--- src/common/adc_port_pkg.sv ---
package adc_port_pkg;

    localparam int          WORD_BITS       = 20;
    localparam int          AVG_SHIFT       = 9;
    localparam logic [10:0] CONVERT_REQUEST_CYCLES     = 11'd1624;
    localparam logic [10:0] PRE_UPDATE_LEAD = 11'd2;
    // boxcar covers the last 2**AVG_SHIFT modulator samples
    localparam logic [10:0] ACC_START       = 11'd600;
    localparam logic [19:0] MID_SCALE       = 20'h80000;
    localparam logic [19:0] WORD_RESET      = 20'h00000;
    localparam logic [4:0]  MSB_INDEX       = 5'd19;

    localparam logic [7:0]  CH1_IN_OFS      = 8'h00;
    localparam logic [7:0]  CH2_IN_OFS      = 8'h04;
    localparam logic [7:0]  STATUS_OFS      = 8'h08;
    localparam logic [7:0]  WORD_OFS        = 8'h0c;
    localparam logic [7:0]  CAL_OFS         = 8'h10;

    localparam int          PIN_MCLK        = 0;
    localparam int          PIN_CONVERT_REQUEST        = 1;
    localparam int          PIN_CAL         = 2;
    localparam int          PIN_CHAN        = 3;
    localparam int          PIN_POL         = 4;
    localparam int          PIN_CSN         = 5;
    localparam int          PIN_SCLK        = 6;

    typedef struct packed {
        logic        psel;
        logic        penable;
        logic        pwrite;
        logic [7:0]  paddr;
        logic [31:0] pwdata;
    } apb_req_s;

    typedef struct packed {
        logic        load;
        logic [19:0] word;
        logic        cs_n;
        logic        sclk_rise;
        logic        sclk_fall;
    } port_ctl_s;

    typedef struct packed {
        logic full;
        logic presenting;
        logic armed;
        logic emptied;
    } port_stat_s;

    typedef enum logic [1:0] {
        IDLE,
        CONVERTING,
        CALIBRATING
    } convert_request_state_e;

endpackage

--- src/design/adc_serial_output_port.sv ---
// Design decisions made here: register access over APB and the register addresses.
`timescale 1ns/1ps
module adc_serial_output_port
    import adc_port_pkg::*;
(
    input  wire logic     pclk,
    input  wire logic     presetn,
    input  wire apb_req_s apb,
    output logic [31:0]   prdata,
    output logic          pready,
    output logic          pslverr,
    input  wire logic     master_clock_in,
    input  wire logic     convert_request,
    input  wire logic     calibrate,
    input  wire logic     channel_select,
    input  wire logic     polarity_mode,
    input  wire logic     port_select_n,
    input  wire logic     shift_clock,
    output logic          word_ready_n,
    output logic          serial_out,
    output logic          serial_out_oe
);

    function automatic logic [2:0] reg_index(input logic [7:0] addr);
        if (addr == CH1_IN_OFS) begin
            reg_index = 3'd0;
        end else if (addr == CH2_IN_OFS) begin
            reg_index = 3'd1;
        end else if (addr == STATUS_OFS) begin
            reg_index = 3'd2;
        end else if (addr == WORD_OFS) begin
            reg_index = 3'd3;
        end else if (addr == CAL_OFS) begin
            reg_index = 3'd4;
        end else begin
            reg_index = 3'd7;
        end
    endfunction

    // pin synchronisers; edges are taken from the second and third stages
    logic [6:0] pin_meta_r;
    logic [6:0] pin_sync_r;
    logic [6:0] pin_prev_r;

    always_ff @(posedge pclk or negedge presetn) begin
        if (!presetn) begin
            pin_meta_r <= 7'h60;
            pin_sync_r <= 7'h60;
            pin_prev_r <= 7'h60;
        end else begin
            pin_meta_r <= {shift_clock, port_select_n, polarity_mode,
                           channel_select, calibrate, convert_request,
                           master_clock_in};
            pin_sync_r <= pin_meta_r;
            pin_prev_r <= pin_sync_r;
        end
    end

    logic mclk_rise;
    logic convert_request_rise;
    logic sel_n;

    assign mclk_rise = pin_sync_r[PIN_MCLK] & ~pin_prev_r[PIN_MCLK];
    assign convert_request_rise = pin_sync_r[PIN_CONVERT_REQUEST] & ~pin_prev_r[PIN_CONVERT_REQUEST];
    // select takes two pclk to land; host's setup time covers it
    assign sel_n     = pin_sync_r[PIN_CSN];

    // conversion sequencer and filter
    convert_request_state_e state_r, state_nxt;
    logic [10:0] cnt_r, cnt_nxt;
    logic        phase_r, phase_nxt;
    logic [28:0] acc_r, acc_nxt;
    logic        chan_r, chan_nxt;
    logic [19:0] word_r, word_nxt;
    logic [19:0] cal_offset_r, cal_offset_nxt;
    logic        rdy_n_r, rdy_n_nxt;
    logic [19:0] ch_in_r [2];
    logic [19:0] ch_in_nxt [2];
    logic [31:0] prdata_r, prdata_nxt;
    logic        slverr_r, slverr_nxt;

    port_ctl_s   port_ctl;
    logic        port_load;
    port_stat_s  port_stat;
    logic        mod_strobe;
    logic        update;
    logic [19:0] sample;
    logic [19:0] avg;
    logic [2:0]  idx;

    always_comb begin
        state_nxt      = state_r;
        cnt_nxt        = cnt_r;
        phase_nxt      = phase_r;
        acc_nxt        = acc_r;
        chan_nxt       = chan_r;
        word_nxt       = word_r;
        cal_offset_nxt = cal_offset_r;
        rdy_n_nxt      = rdy_n_r;
        update         = 1'b0;
        port_load      = 1'b0;
        mod_strobe     = mclk_rise & phase_r;
        // calibration measures the raw input, conversion removes it
        sample = (chan_r ? ch_in_r[1] : ch_in_r[0])
                 - ((state_r == CONVERTING) ? cal_offset_r : 20'h00000);
        if (port_stat.emptied) begin
            rdy_n_nxt = 1'b1;
        end
        case (state_r)
            IDLE: begin
                if (convert_request_rise) begin
                    chan_nxt  = pin_sync_r[PIN_CHAN];
                    cnt_nxt   = 11'd0;
                    phase_nxt = 1'b0;
                    acc_nxt   = 29'h0;
                    state_nxt = pin_sync_r[PIN_CAL] ? CALIBRATING
                                                    : CONVERTING;
                end
            end
            CONVERTING, CALIBRATING: begin
                if (mclk_rise) begin
                    cnt_nxt   = cnt_r + 11'd1;
                    phase_nxt = ~phase_r;
                end
                // boxcar over whole modulator samples: symmetric taps give
                // linear phase, and its zeros track the master clock
                if (mod_strobe && cnt_r >= ACC_START) begin
                    acc_nxt = acc_r + {9'h000, sample};
                end
                if (state_r == CONVERTING && mclk_rise
                    && cnt_nxt == CONVERT_REQUEST_CYCLES - PRE_UPDATE_LEAD) begin
                    rdy_n_nxt = 1'b1;
                end
                if (mclk_rise && cnt_nxt == CONVERT_REQUEST_CYCLES) begin
                    update = 1'b1;
                end
            end
            default: begin
                state_nxt = IDLE;
            end
        endcase
        avg = acc_nxt[28:AVG_SHIFT];
        if (update) begin
            if (state_r == CONVERTING) begin
                // corner and notch depths follow from the boxcar length
                word_nxt = pin_sync_r[PIN_POL] ? (avg ^ MID_SCALE)
                                               : avg;
                if (!port_stat.full || sel_n) begin
                    port_load     = 1'b1;
                    rdy_n_nxt     = 1'b0;
                end
            end else begin
                cal_offset_nxt = avg;
            end
            if (state_r == CONVERTING && pin_sync_r[PIN_CONVERT_REQUEST]
                && !pin_sync_r[PIN_CAL]) begin
                cnt_nxt   = 11'd0;
                phase_nxt = 1'b0;
                acc_nxt   = 29'h0;
            end else begin
                state_nxt = IDLE;
            end
        end
    end

    logic sclk_rise;
    logic sclk_fall;

    assign sclk_rise = pin_sync_r[PIN_SCLK] & ~pin_prev_r[PIN_SCLK];
    assign sclk_fall = ~pin_sync_r[PIN_SCLK] & pin_prev_r[PIN_SCLK];
    // whole struct from one assign, the load bit comes from the comb block
    assign port_ctl  = '{load: port_load, word: word_nxt, cs_n: sel_n,
                         sclk_rise: sclk_rise, sclk_fall: sclk_fall};

    // apb slave: zero wait, read data captured during the setup phase
    always_comb begin
        ch_in_nxt[0] = ch_in_r[0];
        ch_in_nxt[1] = ch_in_r[1];
        prdata_nxt   = prdata_r;
        slverr_nxt   = slverr_r;
        idx          = reg_index(apb.paddr);
        if (apb.psel && !apb.penable) begin
            slverr_nxt = (idx == 3'd7);
            if (idx == 3'd0) begin
                prdata_nxt = {12'h000, ch_in_r[0]};
            end else if (idx == 3'd1) begin
                prdata_nxt = {12'h000, ch_in_r[1]};
            end else if (idx == 3'd2) begin
                prdata_nxt = {24'h000000, state_r != IDLE,
                              state_r == CALIBRATING, chan_r,
                              pin_sync_r[PIN_POL], port_stat.full,
                              port_stat.presenting, port_stat.armed,
                              rdy_n_r};
            end else if (idx == 3'd3) begin
                prdata_nxt = {12'h000, word_r};
            end else if (idx == 3'd4) begin
                prdata_nxt = {12'h000, cal_offset_r};
            end else begin
                prdata_nxt = 32'h00000000;
            end
        end
        if (apb.psel && apb.penable && apb.pwrite) begin
            if (idx == 3'd0) begin
                ch_in_nxt[0] = apb.pwdata[19:0];
            end else if (idx == 3'd1) begin
                ch_in_nxt[1] = apb.pwdata[19:0];
            end
        end
    end

    always_ff @(posedge pclk or negedge presetn) begin
        if (!presetn) begin
            state_r      <= IDLE;
            cnt_r        <= 11'd0;
            phase_r      <= 1'b0;
            acc_r        <= 29'h0;
            chan_r       <= 1'b0;
            word_r       <= WORD_RESET;
            cal_offset_r <= WORD_RESET;
            rdy_n_r      <= 1'b1;
            ch_in_r[0]   <= WORD_RESET;
            ch_in_r[1]   <= WORD_RESET;
            prdata_r     <= 32'h00000000;
            slverr_r     <= 1'b0;
        end else begin
            state_r      <= state_nxt;
            cnt_r        <= cnt_nxt;
            phase_r      <= phase_nxt;
            acc_r        <= acc_nxt;
            chan_r       <= chan_nxt;
            word_r       <= word_nxt;
            cal_offset_r <= cal_offset_nxt;
            rdy_n_r      <= rdy_n_nxt;
            ch_in_r[0]   <= ch_in_nxt[0];
            ch_in_r[1]   <= ch_in_nxt[1];
            prdata_r     <= prdata_nxt;
            slverr_r     <= slverr_nxt;
        end
    end

    assign prdata       = prdata_r;
    assign pslverr      = slverr_r & apb.psel & apb.penable;
    assign pready       = 1'b1;
    assign word_ready_n = rdy_n_r;

    serial_out_port u_port (
        .pclk          (pclk),
        .presetn       (presetn),
        .ctl           (port_ctl),
        .serial_out    (serial_out),
        .serial_out_oe (serial_out_oe),
        .stat          (port_stat)
    );

    // independent count of master edges since the run began
    logic [10:0] edge_cnt_r;

    always_ff @(posedge pclk or negedge presetn) begin
        if (!presetn) begin
            edge_cnt_r <= 11'd0;
        end else if (state_r == IDLE || (update && state_nxt != IDLE)) begin
            edge_cnt_r <= 11'd0;
        end else if (mclk_rise) begin
            edge_cnt_r <= edge_cnt_r + 11'd1;
        end
    end
endmodule

--- src/design/serial_out_port.sv ---
`timescale 1ns/1ps
module serial_out_port
    import adc_port_pkg::*;
(
    input  wire logic       pclk,
    input  wire logic       presetn,
    input  wire port_ctl_s  ctl,
    output logic            serial_out,
    output logic            serial_out_oe,
    output port_stat_s      stat
);

    logic [19:0] shreg_r, shreg_nxt;
    logic [4:0]  idx_r, idx_nxt;
    logic        full_r, full_nxt;
    logic        armed_r, armed_nxt;
    logic        oe_r, oe_nxt;
    logic        emptied_r, emptied_nxt;
    logic        out_r, out_nxt;

    always_comb begin
        shreg_nxt   = shreg_r;
        idx_nxt     = idx_r;
        full_nxt    = full_r;
        armed_nxt   = armed_r;
        oe_nxt      = oe_r;
        emptied_nxt = 1'b0;
        if (ctl.load) begin
            shreg_nxt = ctl.word;
            idx_nxt   = MSB_INDEX;
            full_nxt  = 1'b1;
            armed_nxt = 1'b0;
            oe_nxt    = 1'b0;
        end else if (ctl.cs_n || !full_r) begin
            // deselect mid-word keeps the bit position but disarms
            oe_nxt    = 1'b0;
            armed_nxt = 1'b0;
        end else begin
            oe_nxt = 1'b1;
            if (oe_r && !armed_r && ctl.sclk_rise) begin
                armed_nxt = 1'b1;
            end else if (oe_r && armed_r && ctl.sclk_fall) begin
                if (idx_r == 5'd0) begin
                    oe_nxt      = 1'b0;
                    full_nxt    = 1'b0;
                    armed_nxt   = 1'b0;
                    emptied_nxt = 1'b1;
                end else begin
                    idx_nxt = idx_r - 5'd1;
                end
            end
            // a fall before arming is dropped here
        end
        out_nxt = shreg_nxt[idx_nxt];
    end

    always_ff @(posedge pclk or negedge presetn) begin
        if (!presetn) begin
            shreg_r   <= WORD_RESET;
            idx_r     <= MSB_INDEX;
            full_r    <= 1'b0;
            armed_r   <= 1'b0;
            oe_r      <= 1'b0;
            emptied_r <= 1'b0;
            out_r     <= 1'b0;
        end else begin
            shreg_r   <= shreg_nxt;
            idx_r     <= idx_nxt;
            full_r    <= full_nxt;
            armed_r   <= armed_nxt;
            oe_r      <= oe_nxt;
            emptied_r <= emptied_nxt;
            out_r     <= out_nxt;
        end
    end

    assign serial_out      = out_r;
    assign serial_out_oe   = oe_r;
    // one driver for the whole struct
    assign stat = '{full: full_r, presenting: oe_r, armed: armed_r,
                    emptied: emptied_r};
endmodule

--- config.mk ---
export PLATFORM = sky130hd
export DESIGN_NAME = adc_serial_output_port
export DESIGN_NICKNAME = d
export VERILOG_FILES = /design/src/common/adc_port_pkg.sv /design/src/design/adc_serial_output_port.sv /design/src/design/serial_out_port.sv
export SDC_FILE = /design/constraint.sdc
export NUM_CORES = 1
export LEC_CHECK = 0
export ABC_AREA = 1
export BUFFER_PORTS_ARGS = -buffer_cell sky130_fd_sc_hd__buf_2
export CORE_ASPECT_RATIO = 0.9
export CORE_UTILIZATION = 68
export CTS_BUF_LIST = sky130_fd_sc_hd__clkbuf_4 sky130_fd_sc_hd__clkbuf_8
export DETAILED_ROUTE_END_ITERATION = 10
export PLACE_DENSITY = 0.9
export SYNTH_ARGS = -nofsm -noshare
export SYNTH_HDL_FRONTEND = slang
export SYNTH_SLANG_ARGS = --single-unit
export TNS_END_PERCENT = 100
--- constraint.sdc ---
create_clock -name pclk -period 14.1 [get_ports pclk]
set_input_delay 2.115 -clock pclk [delete_from_list [all_inputs] [get_ports pclk]]
set_output_delay 2.115 -clock pclk [all_outputs]
set_load 0.005 [all_outputs]
Word level (Yosys, flattened, before mapping)
Cells that the tools add are included.
{"block": "totals", "in_bits": 52, "regBits": 209, "wordCells": 165}
{"block": "op_classes", "n_lt_le_gt_ge": 2, "add_sub_neg": 4, "n_reduce_logical": 34, "bitwise": 15, "mux": 73, "eq_ne": 15}
{"cell": "$mux W20", "count": 11}
{"cell": "$mux W29", "count": 4}
{"cell": "$pmux W29 S2", "count": 1}
{"cell": "$mux W11", "count": 5}
{"cell": "$mux W1", "count": 34}
{"cell": "$add A29 B20 Y29", "count": 1}
{"cell": "$mux W5", "count": 5}
{"cell": "$eq A11 B11 Y1 const B", "count": 2}
{"cell": "$pmux W11 S2", "count": 1}
{"cell": "$sub A20 B20 Y20", "count": 1}
{"cell": "$eq A8 B4 Y1 const B", "count": 2}
{"cell": "$logic_and A1 B1 Y1", "count": 13}
{"cell": "$mux W3", "count": 4}
{"cell": "$add A11 B1 Y11 const B", "count": 1}
{"cell": "$ge A11 B10 Y1 const B", "count": 1}
{"cell": "$mux W2", "count": 5}
{"cell": "$eq A8 B3 Y1 const B", "count": 1}
{"cell": "$eq A8 B5 Y1 const B", "count": 1}
{"cell": "$logic_not A8 Y1", "count": 1}
{"cell": "$not A1 Y1", "count": 8}
{"cell": "$reduce_and A2 Y1", "count": 4}
{"cell": "$reduce_bool A4 Y1", "count": 2}
{"cell": "$and A1 B1 Y1", "count": 7}
{"cell": "$eq A3 B2 Y1 const B", "count": 2}
{"cell": "other kinds (19)", "count": 26}

Logic depth before layout (Yosys ltp)
Gate-level depths: netlist of run 1.
{"block": "depth", "ltp_word": 13, "ltp_mapped": 37, "depth_no_buf": 35}

Modules after synthesis
From an unflattened synthesis of run 1, not the netlist that was laid out.
{"block": "hier_totals", "cells_unflattened": 1593, "area_unflattened_um2": 11955.2}
{"mod": "adc_serial_output_port", "instances": 1, "area_each_um2": 10328.7, "seq_area_each_um2": 4086.4, "cells_each": 1413}
{"mod": "serial_out_port", "instances": 1, "area_each_um2": 1626.6, "seq_area_each_um2": 754.5, "cells_each": 180}

Worst setup path before layout of run 1
Ideal clock, no wire load.
{"block": "synth_path", "path_kind": "reg2reg", "from": "reg state_r[1]", "to": "reg u_port.out_r (netlist: u_port.serial_out)", "setup_slack_ns": 9.437, "arrival_ns": 4.547, "path_buffers": 2, "path_stages_with_launch": 35, "synth_period_minus_slack_ns": 4.663, "cell_sequence": "dfrtp_1 -> inv_1 -> ha_1 -> buf_2 -> clkbuf_1 -> nand2_1 -> ha_1 -> nand2_1 -> o21ai_0 -> nand4_1 -> o211ai_1 -> a21oi_1 -> o21ai_0 -> a31oi_1 -> o21ai_0 -> xor2_1 -> inv_1 -> ha_1 -> nand2_1 -> nor2_1 -> inv_1 -> nor2_1 -> nand4_1 -> nand3_1 -> nand3_1 -> nand3_1 -> nand2_1 -> nand2_1 -> nand3_1 -> nand2_1 -> nand3_1 -> nand3_1 -> nand2_1 -> nand2_1 -> nand2_1"}
{"block": "synth_between", "elab_chain_len": 13}
{"item": "start: declaration", "line": "adc_serial_output_port.sv:69", "source": "convert_request_state_e state_r, state_nxt;"}
{"item": "start signal: assignment", "line": "adc_serial_output_port.sv:226", "source": "state_r <= state_nxt;"}
{"item": "$eq A2 B1 Y1", "line": "adc_serial_output_port.sv:105, adc_serial_output_port.sv:109, adc_serial_output_port.sv:144"}
{"item": "$mux W20", "line": "adc_serial_output_port.sv:105", "source": "- ((state_r == CONVERTING) ? cal_offset_r : 20'h00000);"}
{"item": "$sub A20 B20 Y20", "line": "adc_serial_output_port.sv:105"}
{"item": "$add A29 B20 Y29", "line": "adc_serial_output_port.sv:128", "source": "acc_nxt = acc_r + {9'h000, sample};"}
{"item": "$mux W29", "line": "adc_serial_output_port.sv:127", "source": "if (mod_strobe && cnt_r >= ACC_START) begin"}
{"item": "$pmux W29 S2", "line": "adc_serial_output_port.sv:109", "source": "case (state_r)"}
{"item": "$not A1 Y1 (no line)"}
{"item": "$mux W20", "line": "adc_serial_output_port.sv:146", "source": "word_nxt = pin_sync_r[PIN_POL] ? (avg ^ MID_SCALE)"}
{"item": "$mux W20", "line": "adc_serial_output_port.sv:144", "source": "if (state_r == CONVERTING) begin"}
{"item": "$mux W20", "line": "adc_serial_output_port.sv:143", "source": "if (update) begin"}
{"item": "$mux W20", "line": "serial_out_port.sv:28", "source": "if (ctl.load) begin"}
{"item": "$bmux W1 S5 (*)", "line": "serial_out_port.sv:54", "source": "out_nxt = shreg_nxt[idx_nxt];"}
{"item": "$mux W1 (not written as such) (*)", "line": "serial_out_port.sv:54"}
{"item": "via u_port.out_nxt", "line": "serial_out_port.sv:19", "source": "logic out_r, out_nxt;"}
{"item": "end signal: assignment", "line": "serial_out_port.sv:73", "source": "out_r <= out_nxt;"}
{"item": "end: declaration", "line": "serial_out_port.sv:19"}
Mark *: on every way through the listed nets, which the timed path passes. The rest lies on a longest branch. The select of a mux whose other input is x is not followed.
A chain may end at the register's enable or synchronous reset.

Worst setup path in the final report of run 1
{"block": "layout_path", "from": "reg chan_r", "to": "reg u_port.out_r (netlist: u_port.serial_out)"}
{"block": "layout_between", "elab_chain_len": 12}
{"item": "start: declaration", "line": "adc_serial_output_port.sv:73", "source": "logic chan_r, chan_nxt;"}
{"item": "start signal: assignment", "line": "adc_serial_output_port.sv:230", "source": "chan_r <= chan_nxt;"}
{"item": "$mux W20 (*)", "line": "adc_serial_output_port.sv:104", "source": "sample = (chan_r ? ch_in_r[1] : ch_in_r[0])"}
{"item": "$sub A20 B20 Y20 (*)", "line": "adc_serial_output_port.sv:105"}
{"item": "$add A29 B20 Y29 (*)", "line": "adc_serial_output_port.sv:128"}
{"item": "$mux W29 (*)", "line": "adc_serial_output_port.sv:127"}
{"item": "$pmux W29 S2 (*)", "line": "adc_serial_output_port.sv:109"}
{"item": "$not A1 Y1 (no line)"}
{"item": "$mux W20 (*)", "line": "adc_serial_output_port.sv:146"}
{"item": "$mux W20 (*)", "line": "adc_serial_output_port.sv:144"}
{"item": "$mux W20 (*)", "line": "adc_serial_output_port.sv:143"}
{"item": "$mux W20 (*)", "line": "serial_out_port.sv:28"}
{"item": "$bmux W1 S5 (*)", "line": "serial_out_port.sv:54"}
{"item": "$mux W1 (not written as such) (*)", "line": "serial_out_port.sv:54"}
{"item": "via u_port.out_nxt", "line": "serial_out_port.sv:19"}
Marks and branches as above.

==> metrics.txt, run 1 <==
diode count 0; postcts setup bufs 0; Final Setup Violations 0; Routed Antenna Nets 0; CP Launch Type flip-flop; critical path endpoint category flip-flop; post-DR vias/cell 5.894; top_reg_cell synth dfrtp_1; Remaining Overflow, GRT 0; crit-path leading delay family simple AND/OR/NAND/NOR gates; combined area of the multi-input logic cells 5552 µm²; Post-synth EDFFs 0; CP dominant cell by count nand2_1; outcome finished, final reports clean; Worst Path Required 14.49 ns; Buf/Inv on CP 3; cell area after synthesis 11600 µm²; placed cells 1819; worst hold path type reg -> reg; initial antenna violation count 0; cell row count 44; period utilization 44.86%; count of final max-slew check failures 0; Critical Path AT 6.72 ns; synth unique cells 50; FFs w/ async S/R, synth 100.0%; Synth top cells by count 490 x nand2_1, 249 x inv_1, 184 x dfrtp_1, 151 x o21ai_0, 87 x nor2_1; leakage 6.515 nW; Ports 89; Seq/Total Area, Yosys 41.74%; CTS tree done; maximum clock rate 158.1 MHz; Final Instance Count excl. Fillers 1851; Slew HR 16.10%; unrepaired setup endpoints after global routing false; drt wl/cell 16.69 µm; # DRC 0; IO Port Bufs 63; gpl congestion 0.9456; GRT Total Usage 37.10%; CTS Buf Count 17; final WL 30.90 mm; area growth from synthesis to final layout 6.980%; Initial Utilization 70.70%; Yosys reg bits 193; VDD IR max 94.66 µV; CTS sink cnt 193; Final nets 1733; most common cell in the synthesized netlist nand2_1; filler instances 1251; Clock Latency Late Sink 0.50 ns; syn avg cell area 7.309 µm²; maxcap violations 0; Final HPWL DP 22.51 mm; slowest CP cell dfrtp_1; pwr dens 109.3 nW/µm²; top post-synthesis cells by area dfrtp_1 40%, nand2_1 16%, inv_1 8.1%; Mapped Cells 1587; chip width 139.7 µm; minimum clock period 6.325 ns; Pwr Total 1.356 mW; vias post-DR 10910; first-iteration detailed-routing DRC count 1338; H-tree Lvls 4; Register Area 4841 µm²; Crit Path Max Fanout 27; vias in the first global route 10270; Synth Warn # 0; Yosys top cell area share 39.70%; Die Y 125.9 µm; Layout Skew 0.02223 ns; Tightest Pin Transition 1.245 ns; pin count of the biggest net entering global routing 97; Post-CTS Resized 0; Final Hold Fails 0; die area 17580 µm²; CTS max path bufs 2; slowest stage delay, CP 0.95 ns; global-route wire length before repair 51.05 mm; Pre-antenna DRT Iters 6; leading area contributor after synthesis dfrtp_1; setup_tns 0 ns; layout cells sized above 1 8.029%; Hold Buf Count CTS 0; Root Buffer clkbuf_8; critical path type reg -> reg; Worst-path clk slew 0.11 ns; core area 16410 µm²; final hold slack 0.3639 ns
## cell usage in the layout, fill, tap and decap left out, drive strengths merged, types with 17 or more instances in the layout
master,Yosys,routed
nand4,17,17
nor2,93,93
nand2,495,495
o22ai,31,31
nand3,81,81
xor2,17,17
a21oi,69,69
o21ai,153,153
ha,48,48
dfrtp,184,184
buf,25,71
clkbuf,33,19
inv,250,257
## state kept, by name, indices dropped and copies added (netlist names), 2 cells and up
signal,cells
ch_in_r,40
u_port.shreg_r,20
acc_r,29
state_r,2
word_r,20
pin_sync_r,7
cal_offset_r,20
u_port.idx_r,5
prdata,20
pin_prev_r,3
cnt_r,11
pin_meta_r,7
## logic make-up after synthesis
kind of cell	Yosys count	share of synthesized area, %
other	2	0.06475
buffers and inverters	309	10.81
adders and majority gates	50	5.523
DFF	193	41.74
xor gates and xnor gates	29	2.255
AOI/OAI and AO/OA	294	14.02
and+or+nand+nor	710	25.59
## layout make-up
class                      instances  area share [%]
tap                              207           2.087
sequential                       193           39.01
timing repair buffer              72           3.156
clock buffer                      18           1.997
multi-input combinational       1096           44.74
inverter                         251           7.593
clock inverter                    14           1.412
## per-stage QoR
| stage | util [%] | cell area [µm²] | worst slack (ns) |
|---|---|---|---|
| floorplan | - | 11640 | 9.437 |
| global placement | 73.06 | 11990 | 8.264 |
| detailed placement | 73.06 | 11990 | 8.118 |
| CTS | 75.63 | 12410 | 8.029 |
| global route | 75.63 | 12410 | 7.196 |
| finish | 75.63 | 12410 | 7.775 |
## worst reg2reg max path: cells and delay by family (launching register included)
kind	cells	cell delay, ns
and+or+nand+nor	20	2.62
DFF	1	0.95
AOI/OAI and AO/OA	4	0.94
adders and majority gates	2	0.77
buffers and inverters	3	0.72
xor gates and xnor gates	1	0.24
## per-layer routing
layer | wire (µm) | share of wire [%] | global-route usage [%]
met4 | 1057 | 3.4 | 16.81
met3 | 3173 | 10 | 7.186
met2 | 13750 | 45 | 56.31
met5 | 0 | 0 | 0
met1 | 12920 | 42 | 52.02
## final timing paths
check / endpoint / slack, ns / cells past startpoint / from
worst max-delay path: u_port.serial_out$_DFF_PN0_ / 7.78 / 30 / chan_r$_DFFE_PN0P_
worst min-delay path: pin_sync_r[6]$_DFF_PN1_ / 0.36 / 0 / pin_meta_r[6]$_DFF_PN1_
worst max register to register: u_port.serial_out$_DFF_PN0_ / 7.78 / 30 / chan_r$_DFFE_PN0P_
worst min register to register: pin_sync_r[6]$_DFF_PN1_ / 0.36 / 0 / pin_meta_r[6]$_DFF_PN1_
max in group asynchronous: ch_in_r[14]$_DFFE_PN0P_ / 11.27 / 2 / presetn
min in group asynchronous: acc_r[4]$_DFF_PN0_ / 1.63 / 1 / presetn
## power breakdown
part,internal [mW],switching (mW)
sequential,0.578,0.0323
clock,0.142,0.236
combinational,0.102,0.266
total,0.822,0.534
Note: power is estimated with default switching activity, not from simulation.
==> run 2, diff against run 1 <==
Settings changed: CORE_UTILIZATION 68 to 57, PLACE_DENSITY 0.9 to 0.8.
Clock period 14.1 ns to 5.8 ns, I/O delays scaled along.
==> run 2 against run 1 <==
- the run now ends with design-rule violations left
- core utilization fell by 13 points
- non-clock buffer count is 8 higher
- sequential cell count did not move
- critical path depth up 1
- cell area rose by 0.87%
- via count decreased by 4.7%
- count of clock-buffer cells in the layout unchanged
- cell count rose by 3.0%
- total power rose by 140%
==> metrics.txt, run 2 (same netlist as run 1, synthesis figures left out) <==
outcome finished with violations; failing checks design-rule violations; clock share of power 27.3% (-0.6 points); Seq pwr share 44.7% (-0.3 points); vias in the first global route 9374 (-8.7%); final WL 29.81 mm (-3.5%); Critical Path AT 5.65 ns (-1.07 ns); crit-path leading delay family simple AND/OR/NAND/NOR gates; sw power 1.268 mW (+140%); # DRC 2 (+2); CP Launch Type flip-flop; global-route wire length before repair 47.67 mm (-6.6%); Internal 2.010 mW (+140%); post-DR vias/cell 5.453 (-7.5%); Clock Latency Late Sink 0.49 ns (about the same); count of final max-slew check failures 0 (unchanged); combinational group share of total power 28.0% (+0.9 points); worst hold path type reg -> reg; pin count of the biggest net entering global routing 125 (+29%); Routed Antenna Nets 0 (unchanged); most frequent cells in the layout 490 x nand2_1, 248 x inv_1, 183 x dfrtp_1; Layout Skew 0.02201 ns (-0.0002180 ns); CTS tree done; Ports 89 (unchanged); minimum clock period 5.284 ns (-1.041 ns); pwr dens 261.9 nW/µm² (+140%); Die Y 137.3 µm (+9.1%); Final HPWL DP 22.34 mm (-0.76%); diode count 0 (unchanged); area growth from synthesis to final layout 7.908%; CTS sink cnt 193 (unchanged); setup ws final 0.5163 ns (-7.259 ns); Initial Utilization 58.03% (-13 points); Root Buffer clkbuf_8; Biggest register ch_in_r; slowest stage delay, CP 0.50 ns (-0.45 ns); number of flip-flops in the largest register 40 (unchanged); dpl ws 0.5868 ns (-7.532 ns); core area 19990 µm² (+22%); maximum clock rate 189.3 MHz (+20%); GRT Total Usage 29.19% (-7.9 points); Final nets 1741 (+0.46%); first-iteration detailed-routing DRC count 937 (-30%); Final Hold Fails 0 (unchanged); Crit Path Max Fanout 20 (-26%); critical path type reg -> reg; CTS max path bufs 2 (unchanged); critical path endpoint category flip-flop; CP dominant cell by count nand2_1; Remaining Overflow, GRT 0 (unchanged); vias post-DR 10400 (-4.7%); Buf/Inv on CP 3 (unchanged); die area 20920 µm² (+19%); IO Port Bufs 63 (unchanged); Final Setup Violations 0 (unchanged); drt wl/cell 15.63 µm (-6.3%); period utilization 91.10% (+46 points); H-tree Lvls 4 (unchanged); Top Registers ch_in_r (40), acc_r (29); gpl congestion 0.9402 (-0.57%); initial antenna violation count 0 (unchanged); maxcap violations 0 (unchanged); Slew HR 19.96% (+3.9 points); Hold Buf Count CTS 0 (unchanged); slowest CP cell dfrtp_2; leakage 6.541 nW (+0.40%); CTS Buf Count 17 (unchanged); setup_tns 0 ns (unchanged); unrepaired setup endpoints after global routing false; most common cell after layout, fill and taps aside nand2_1; Tightest Pin Transition 1.198 ns (-0.04764 ns); cell row count 49 (+11%); layout cells sized above 1 8.656% (+0.63 points); chip width 152.4 µm (+9.1%); Worst-path clk slew 0.12 ns (about the same); Worst Path Required 6.17 ns (-8.32 ns); Pre-antenna DRT Iters 9 (+3); switching part of the total 38.68% (-0.73 points); VDD IR max 210.9 µV (+120%)
==> run 2: cell count changes in the layout (fill, tap and decap cells not counted), sizes merged <==
cell / delta
clkinv: -1
clkinvlp: +1
buf: +8
==> run 2: metrics by stage <==
| stage | area (µm²) | hold WS (ns) | power [mW] | util, % | instances |
|---|---|---|---|---|---|
| 2_1_floorplan | 11640 | 0.3312 | 2.078 | - | 1598 |
| 6_report | 12520 | 0.3597 | 3.278 | 62.62 | 1907 |
| 3_3_place_gp | 12080 | 0.3343 | 2.355 | 60.45 | 1872 |
| 5_1_grt | 12520 | 0.3696 | 3.443 | 62.62 | 1907 |
| 3_5_place_dp | 12080 | 0.3347 | 2.371 | 60.45 | 1872 |
| 4_1_cts | 12480 | 0.3604 | 3.253 | 62.45 | 1904 |
==> run 2: layout make-up <==
class	instances	area (µm²)
clock inverters	14	157.7
repair buffers	80	455.4
multi-input cells	1096	5554
clock buffers	18	241.5
inverters	251	945.9
fillers	1767	7471
well taps	255	319.1
flip-flops and latches	193	4842
==> run 2: power by group through the flow <==
stage	Sequential, mW	Clock, mW	Combinational [mW]
final	1.47	0.895	0.918
after global routing	1.47	0.953	1.02
after CTS	1.46	0.905	0.888
after detailed placement	1.49	0	0.884
after global placement	1.48	0	0.872
after floorplan	1.47	0	0.610
==> run 2: worst reg2reg max path: cells and delay by family, from the launching register on <==
family | cells | cell delay [ns]
AO/OA/AOI/OAI | 7 | 1.55
XOR/XNOR | 1 | 0.16
adder cells (fa/ha/maj) | 2 | 0.65
buffers and inverters | 3 | 0.32
flip-flops | 1 | 0.50
AND/OR/NAND/NOR | 18 | 1.97
==> run 2: path summary, 6_finish.rpt <==
kind	to	slack (ns)	from	depth (start not counted)
worst min-delay path	pin_sync_r[1]$_DFF_PN0_	0.36	pin_meta_r[1]$_DFF_PN0_	0
min in group asynchronous	cnt_r[4]$_DFF_PN0_	0.50	presetn	1
worst max-delay path	u_port.serial_out$_DFF_PN0_	0.52	chan_r$_DFFE_PN0P_	31
max in group asynchronous	word_r[14]$_DFF_PN0_	4.19	presetn	2
worst max register to register	u_port.serial_out$_DFF_PN0_	0.52	chan_r$_DFFE_PN0P_	31
worst min register to register	pin_sync_r[1]$_DFF_PN0_	0.36	pin_meta_r[1]$_DFF_PN0_	0
==> run 2: timing repair <==
| action | CTS | global route |
|---|---|---|
| setup endpoints to repair | 0 | 1 |
| buffers inserted | 0 | 3 |
| resized for setup | 0 | 4 |
==> run 2: routing by layer <==
layer  track usage (%)  share of wire [%]  vias up
met3             6.103                7.2       41
met1             39.79                 45     4817
met2             47.13                 45      377
met4             8.730                2.3        0
li1                  -                  -     5164
met5                 0                  0        -
==> run 3, diff against run 2 <==
Settings changed: ABC_AREA 1 to default, CORE_UTILIZATION 57 to 56, PLACE_DENSITY 0.8 to 0.79, SLEW_MARGIN from default to 20.
==> run 3 against run 2 <==
- the run now ends clean
- largest cell class unchanged
- cell count is 26% lower
- global-route usage down 1.6 points
- via count down 18%
- maximum frequency decreased by 3.5%
- cell area fell by 6.2%
- clock skew is 0.0031 ns lower
- wire length decreased by 11%
- non-clock buffer count down 2
==> metrics.txt, run 3 <==
unrepaired setup endpoints after global routing true; CTS tree done; Pwr Total 3.014 mW (-8.1%); Remaining Overflow, GRT 0 (unchanged); outcome finished, final reports clean; Top Registers ch_in_r (40), acc_r (29); Synth top cells by count 184 x dfrtp_1, 139 x nor2_1, 100 x nand2_1, 89 x a21oi_1, 62 x o21ai_0; Yosys reg bits 193 (unchanged); pwr dens 256.9 nW/µm² (-1.9%); top post-synthesis cells by area dfrtp_1 42%, mux2_2 6.3%, ha_1 5.5%; gpl congestion 0.9032 (-3.9%); # DRC 0 (-2); Pre-antenna DRT Iters 8 (-1); placed cells 1375 (-27%); maximum clock rate 182.7 MHz (-3.5%); Tightest Pin Transition 0.9728 ns (-0.2249 ns); Root Buffer clkbuf_8; core area 18700 µm² (-6.4%); number of flip-flops in the largest register 40 (unchanged); Internal 1.953 mW (-2.9%); drt wl/cell 18.74 µm (+20%); period utilization 94.35% (+3.3 points); FFs w/ async S/R, synth 100.0% (unchanged); sw power 1.061 mW (-16%); Slew HR 35.15% (+15 points); Yosys top cell area share 42.44% (+2.7 points); combinational group share of total power 24.1% (-3.9 points); pin count of the biggest net entering global routing 67 (-46%); Seq/Total Area, Yosys 44.61% (+2.9 points); most frequent cells in the layout 184 x dfrtp_1, 138 x nor2_1, 100 x nand2_1; clock share of power 28.4% (+1.1 points); CTS max path bufs 2 (unchanged); most common cell after layout, fill and taps aside dfrtp_1; initial antenna violation count 2 (+2); vias post-DR 8531 (-18%); VDD IR max 222.8 µV (+5.6%); CTS Buf Count 17 (unchanged); combined area of the multi-input logic cells 5668 µm² (+2.1%); layout cells sized above 1 19.67% (+11 points); leakage 5.503 nW (-16%); Seq pwr share 47.5% (+2.8 points); Final Hold Fails 0 (unchanged); H-tree Lvls 4 (unchanged); Initial Utilization 58.02% (about the same); Hold Buf Count CTS 0 (unchanged); CP Launch Type flip-flop; critical path endpoint category flip-flop; maxcap violations 0 (unchanged); Biggest register ch_in_r; CTS sink cnt 193 (unchanged); Register Area 4841 µm² (about the same); GRT Total Usage 27.58% (-1.6 points); cell row count 47 (-4.1%); Worst-path clk slew 0.11 ns (about the same); Worst Path Required 6.14 ns (-0.03 ns); Post-synth EDFFs 0 (unchanged); count of final max-slew check failures 0 (unchanged); Critical Path AT 5.81 ns (+0.16 ns); final WL 26.42 mm (-11%); Final nets 1253 (-28%); switching part of the total 35.21% (-3.5 points); filler instances 1516 (-14%); Clock Latency Late Sink 0.49 ns (about the same); Buf/Inv on CP 3 (unchanged); die area 19940 µm² (-4.7%); Die Y 134.1 µm (-2.4%); cell area after synthesis 10850 µm² (-6.5%); worst hold path type in -> async; Mapped Cells 1107 (-30%); post-DR vias/cell 6.050 (+11%); Crit Path Max Fanout 5 (-75%); Layout Skew 0.01889 ns (-0.003123 ns); Final HPWL DP 18.91 mm (-15%); Ports 89 (unchanged); chip width 148.7 µm (-2.4%); critical path type reg -> reg; leading area contributor after synthesis dfrtp_1; global-route wire length before repair 42.55 mm (-11%); Final Setup Violations 0 (unchanged); Routed Antenna Nets 0 (unchanged); syn avg cell area 9.802 µm² (+34%); most common cell in the synthesized netlist dfrtp_1; vias in the first global route 8201 (-13%); area growth from synthesis to final layout 8.142%; minimum clock period 5.473 ns (+0.1888 ns); Final Instance Count excl. Fillers 1410 (-26%); slowest stage delay, CP 0.43 ns (-0.07 ns); IO Port Bufs 63 (unchanged); Synth Warn # 0 (unchanged); first-iteration detailed-routing DRC count 771 (-18%); slowest CP cell dfrtp_1; top_reg_cell synth dfrtp_1; synth unique cells 92 (+84%); crit-path leading delay family compound AO/OA/AOI/OAI gates
run 3: cell families (layout without fill, tap and decap cells):
group | after synthesis | count (layout) | share of synthesized area [%]
flip-flops | 193 | 193 | 44.61
other | 2 | 14 | 0.06921
AND/OR/NAND/NOR | 348 | 348 | 15.27
AO/OA/AOI/OAI | 305 | 305 | 18.44
XOR/XNOR | 39 | 39 | 3.390
multiplexers | 79 | 79 | 8.452
adder cells (fa/ha/maj) | 50 | 50 | 5.904
buffers and inverters | 91 | 137 | 3.863
run 3: what timing repair did:
item / 4_1_cts / 5_1_grt
gates resized for setup: 0 / 4
setup buffers: 0 / 2
endpoints found under the setup margin: 0 / 28
hold endpoints to repair: 0 / 0
run 3: final cells by class:
type                            instances  share of cell area (%)
Clock buffer                           17                   1.994
Antenna cell                            1                 0.02133
Timing Repair Buffer                   78                   3.721
Sequential cell                       193                   41.26
Multi-Input combinational cell        834                   48.30
Tap cell                              245                   2.612
Clock inverter                         15                   1.205
Inverter                               27                  0.8851
run 3: layer usage:
metal  global-route usage, %  wire length (µm)  part of all wire (%)  up-vias
li1                        -                 -                     -     4025
met1                   39.85             11980                    45     4157
met2                   42.47             12100                    46      302
met3                   5.136              1896                   7.2       45
met4                   7.675               439                   1.7        2
met5                       0                13                 0.049        -
run 3: final timing paths:
kind | startpoint | end | slack, ns | depth (start not counted)
worst max-delay path | state_r[1]$_DFF_PN0_ | word_r[18]$_DFF_PN0_ | 0.33 | 26
min in group pclk | pin_meta_r[2]$_DFF_PN0_ | pin_sync_r[2]$_DFF_PN0_ | 0.36 | 0
worst min-delay path | presetn | ch_in_r[22]$_DFFE_PN0P_ | 0.34 | 1
worst max register to register | state_r[1]$_DFF_PN0_ | word_r[18]$_DFF_PN0_ | 0.33 | 26
worst min register to register | pin_meta_r[2]$_DFF_PN0_ | pin_sync_r[2]$_DFF_PN0_ | 0.36 | 0
max in group asynchronous | presetn | pin_meta_r[4]$_DFF_PN0_ | 4.25 | 2
run 3: power groups by stage:
stage | Clock [mW] | Sequential [mW] | Combinational (mW)
5_1_grt | 0.921 | 1.44 | 0.802
3_5_place_dp | 0 | 1.46 | 0.707
3_3_place_gp | 0 | 1.45 | 0.684
4_1_cts | 0.867 | 1.43 | 0.710
6_report | 0.856 | 1.43 | 0.726
2_1_floorplan | 0 | 1.45 | 0.494
run 3: metrics by stage:
| step | utilization [%] | cell area, µm² | TNS (ns) | setup WS (ns) | hold slack [ns] |
|---|---|---|---|---|---|
| 6_report | 62.75 | 11730 | 0 | 0.3275 | 0.3435 |
| 3_5_place_dp | 60.54 | 11320 | 0 | 0.2448 | 0.3381 |
| 3_3_place_gp | 60.54 | 11320 | 0 | 0.4160 | 0.3363 |
| 5_1_grt | 62.73 | 11730 | -0.1238 | -0.03132 | 0.3647 |
| 2_1_floorplan | - | 10890 | 0 | 0.5528 | 0.3312 |
| 4_1_cts | 62.55 | 11700 | 0 | 0.2448 | 0.3625 |
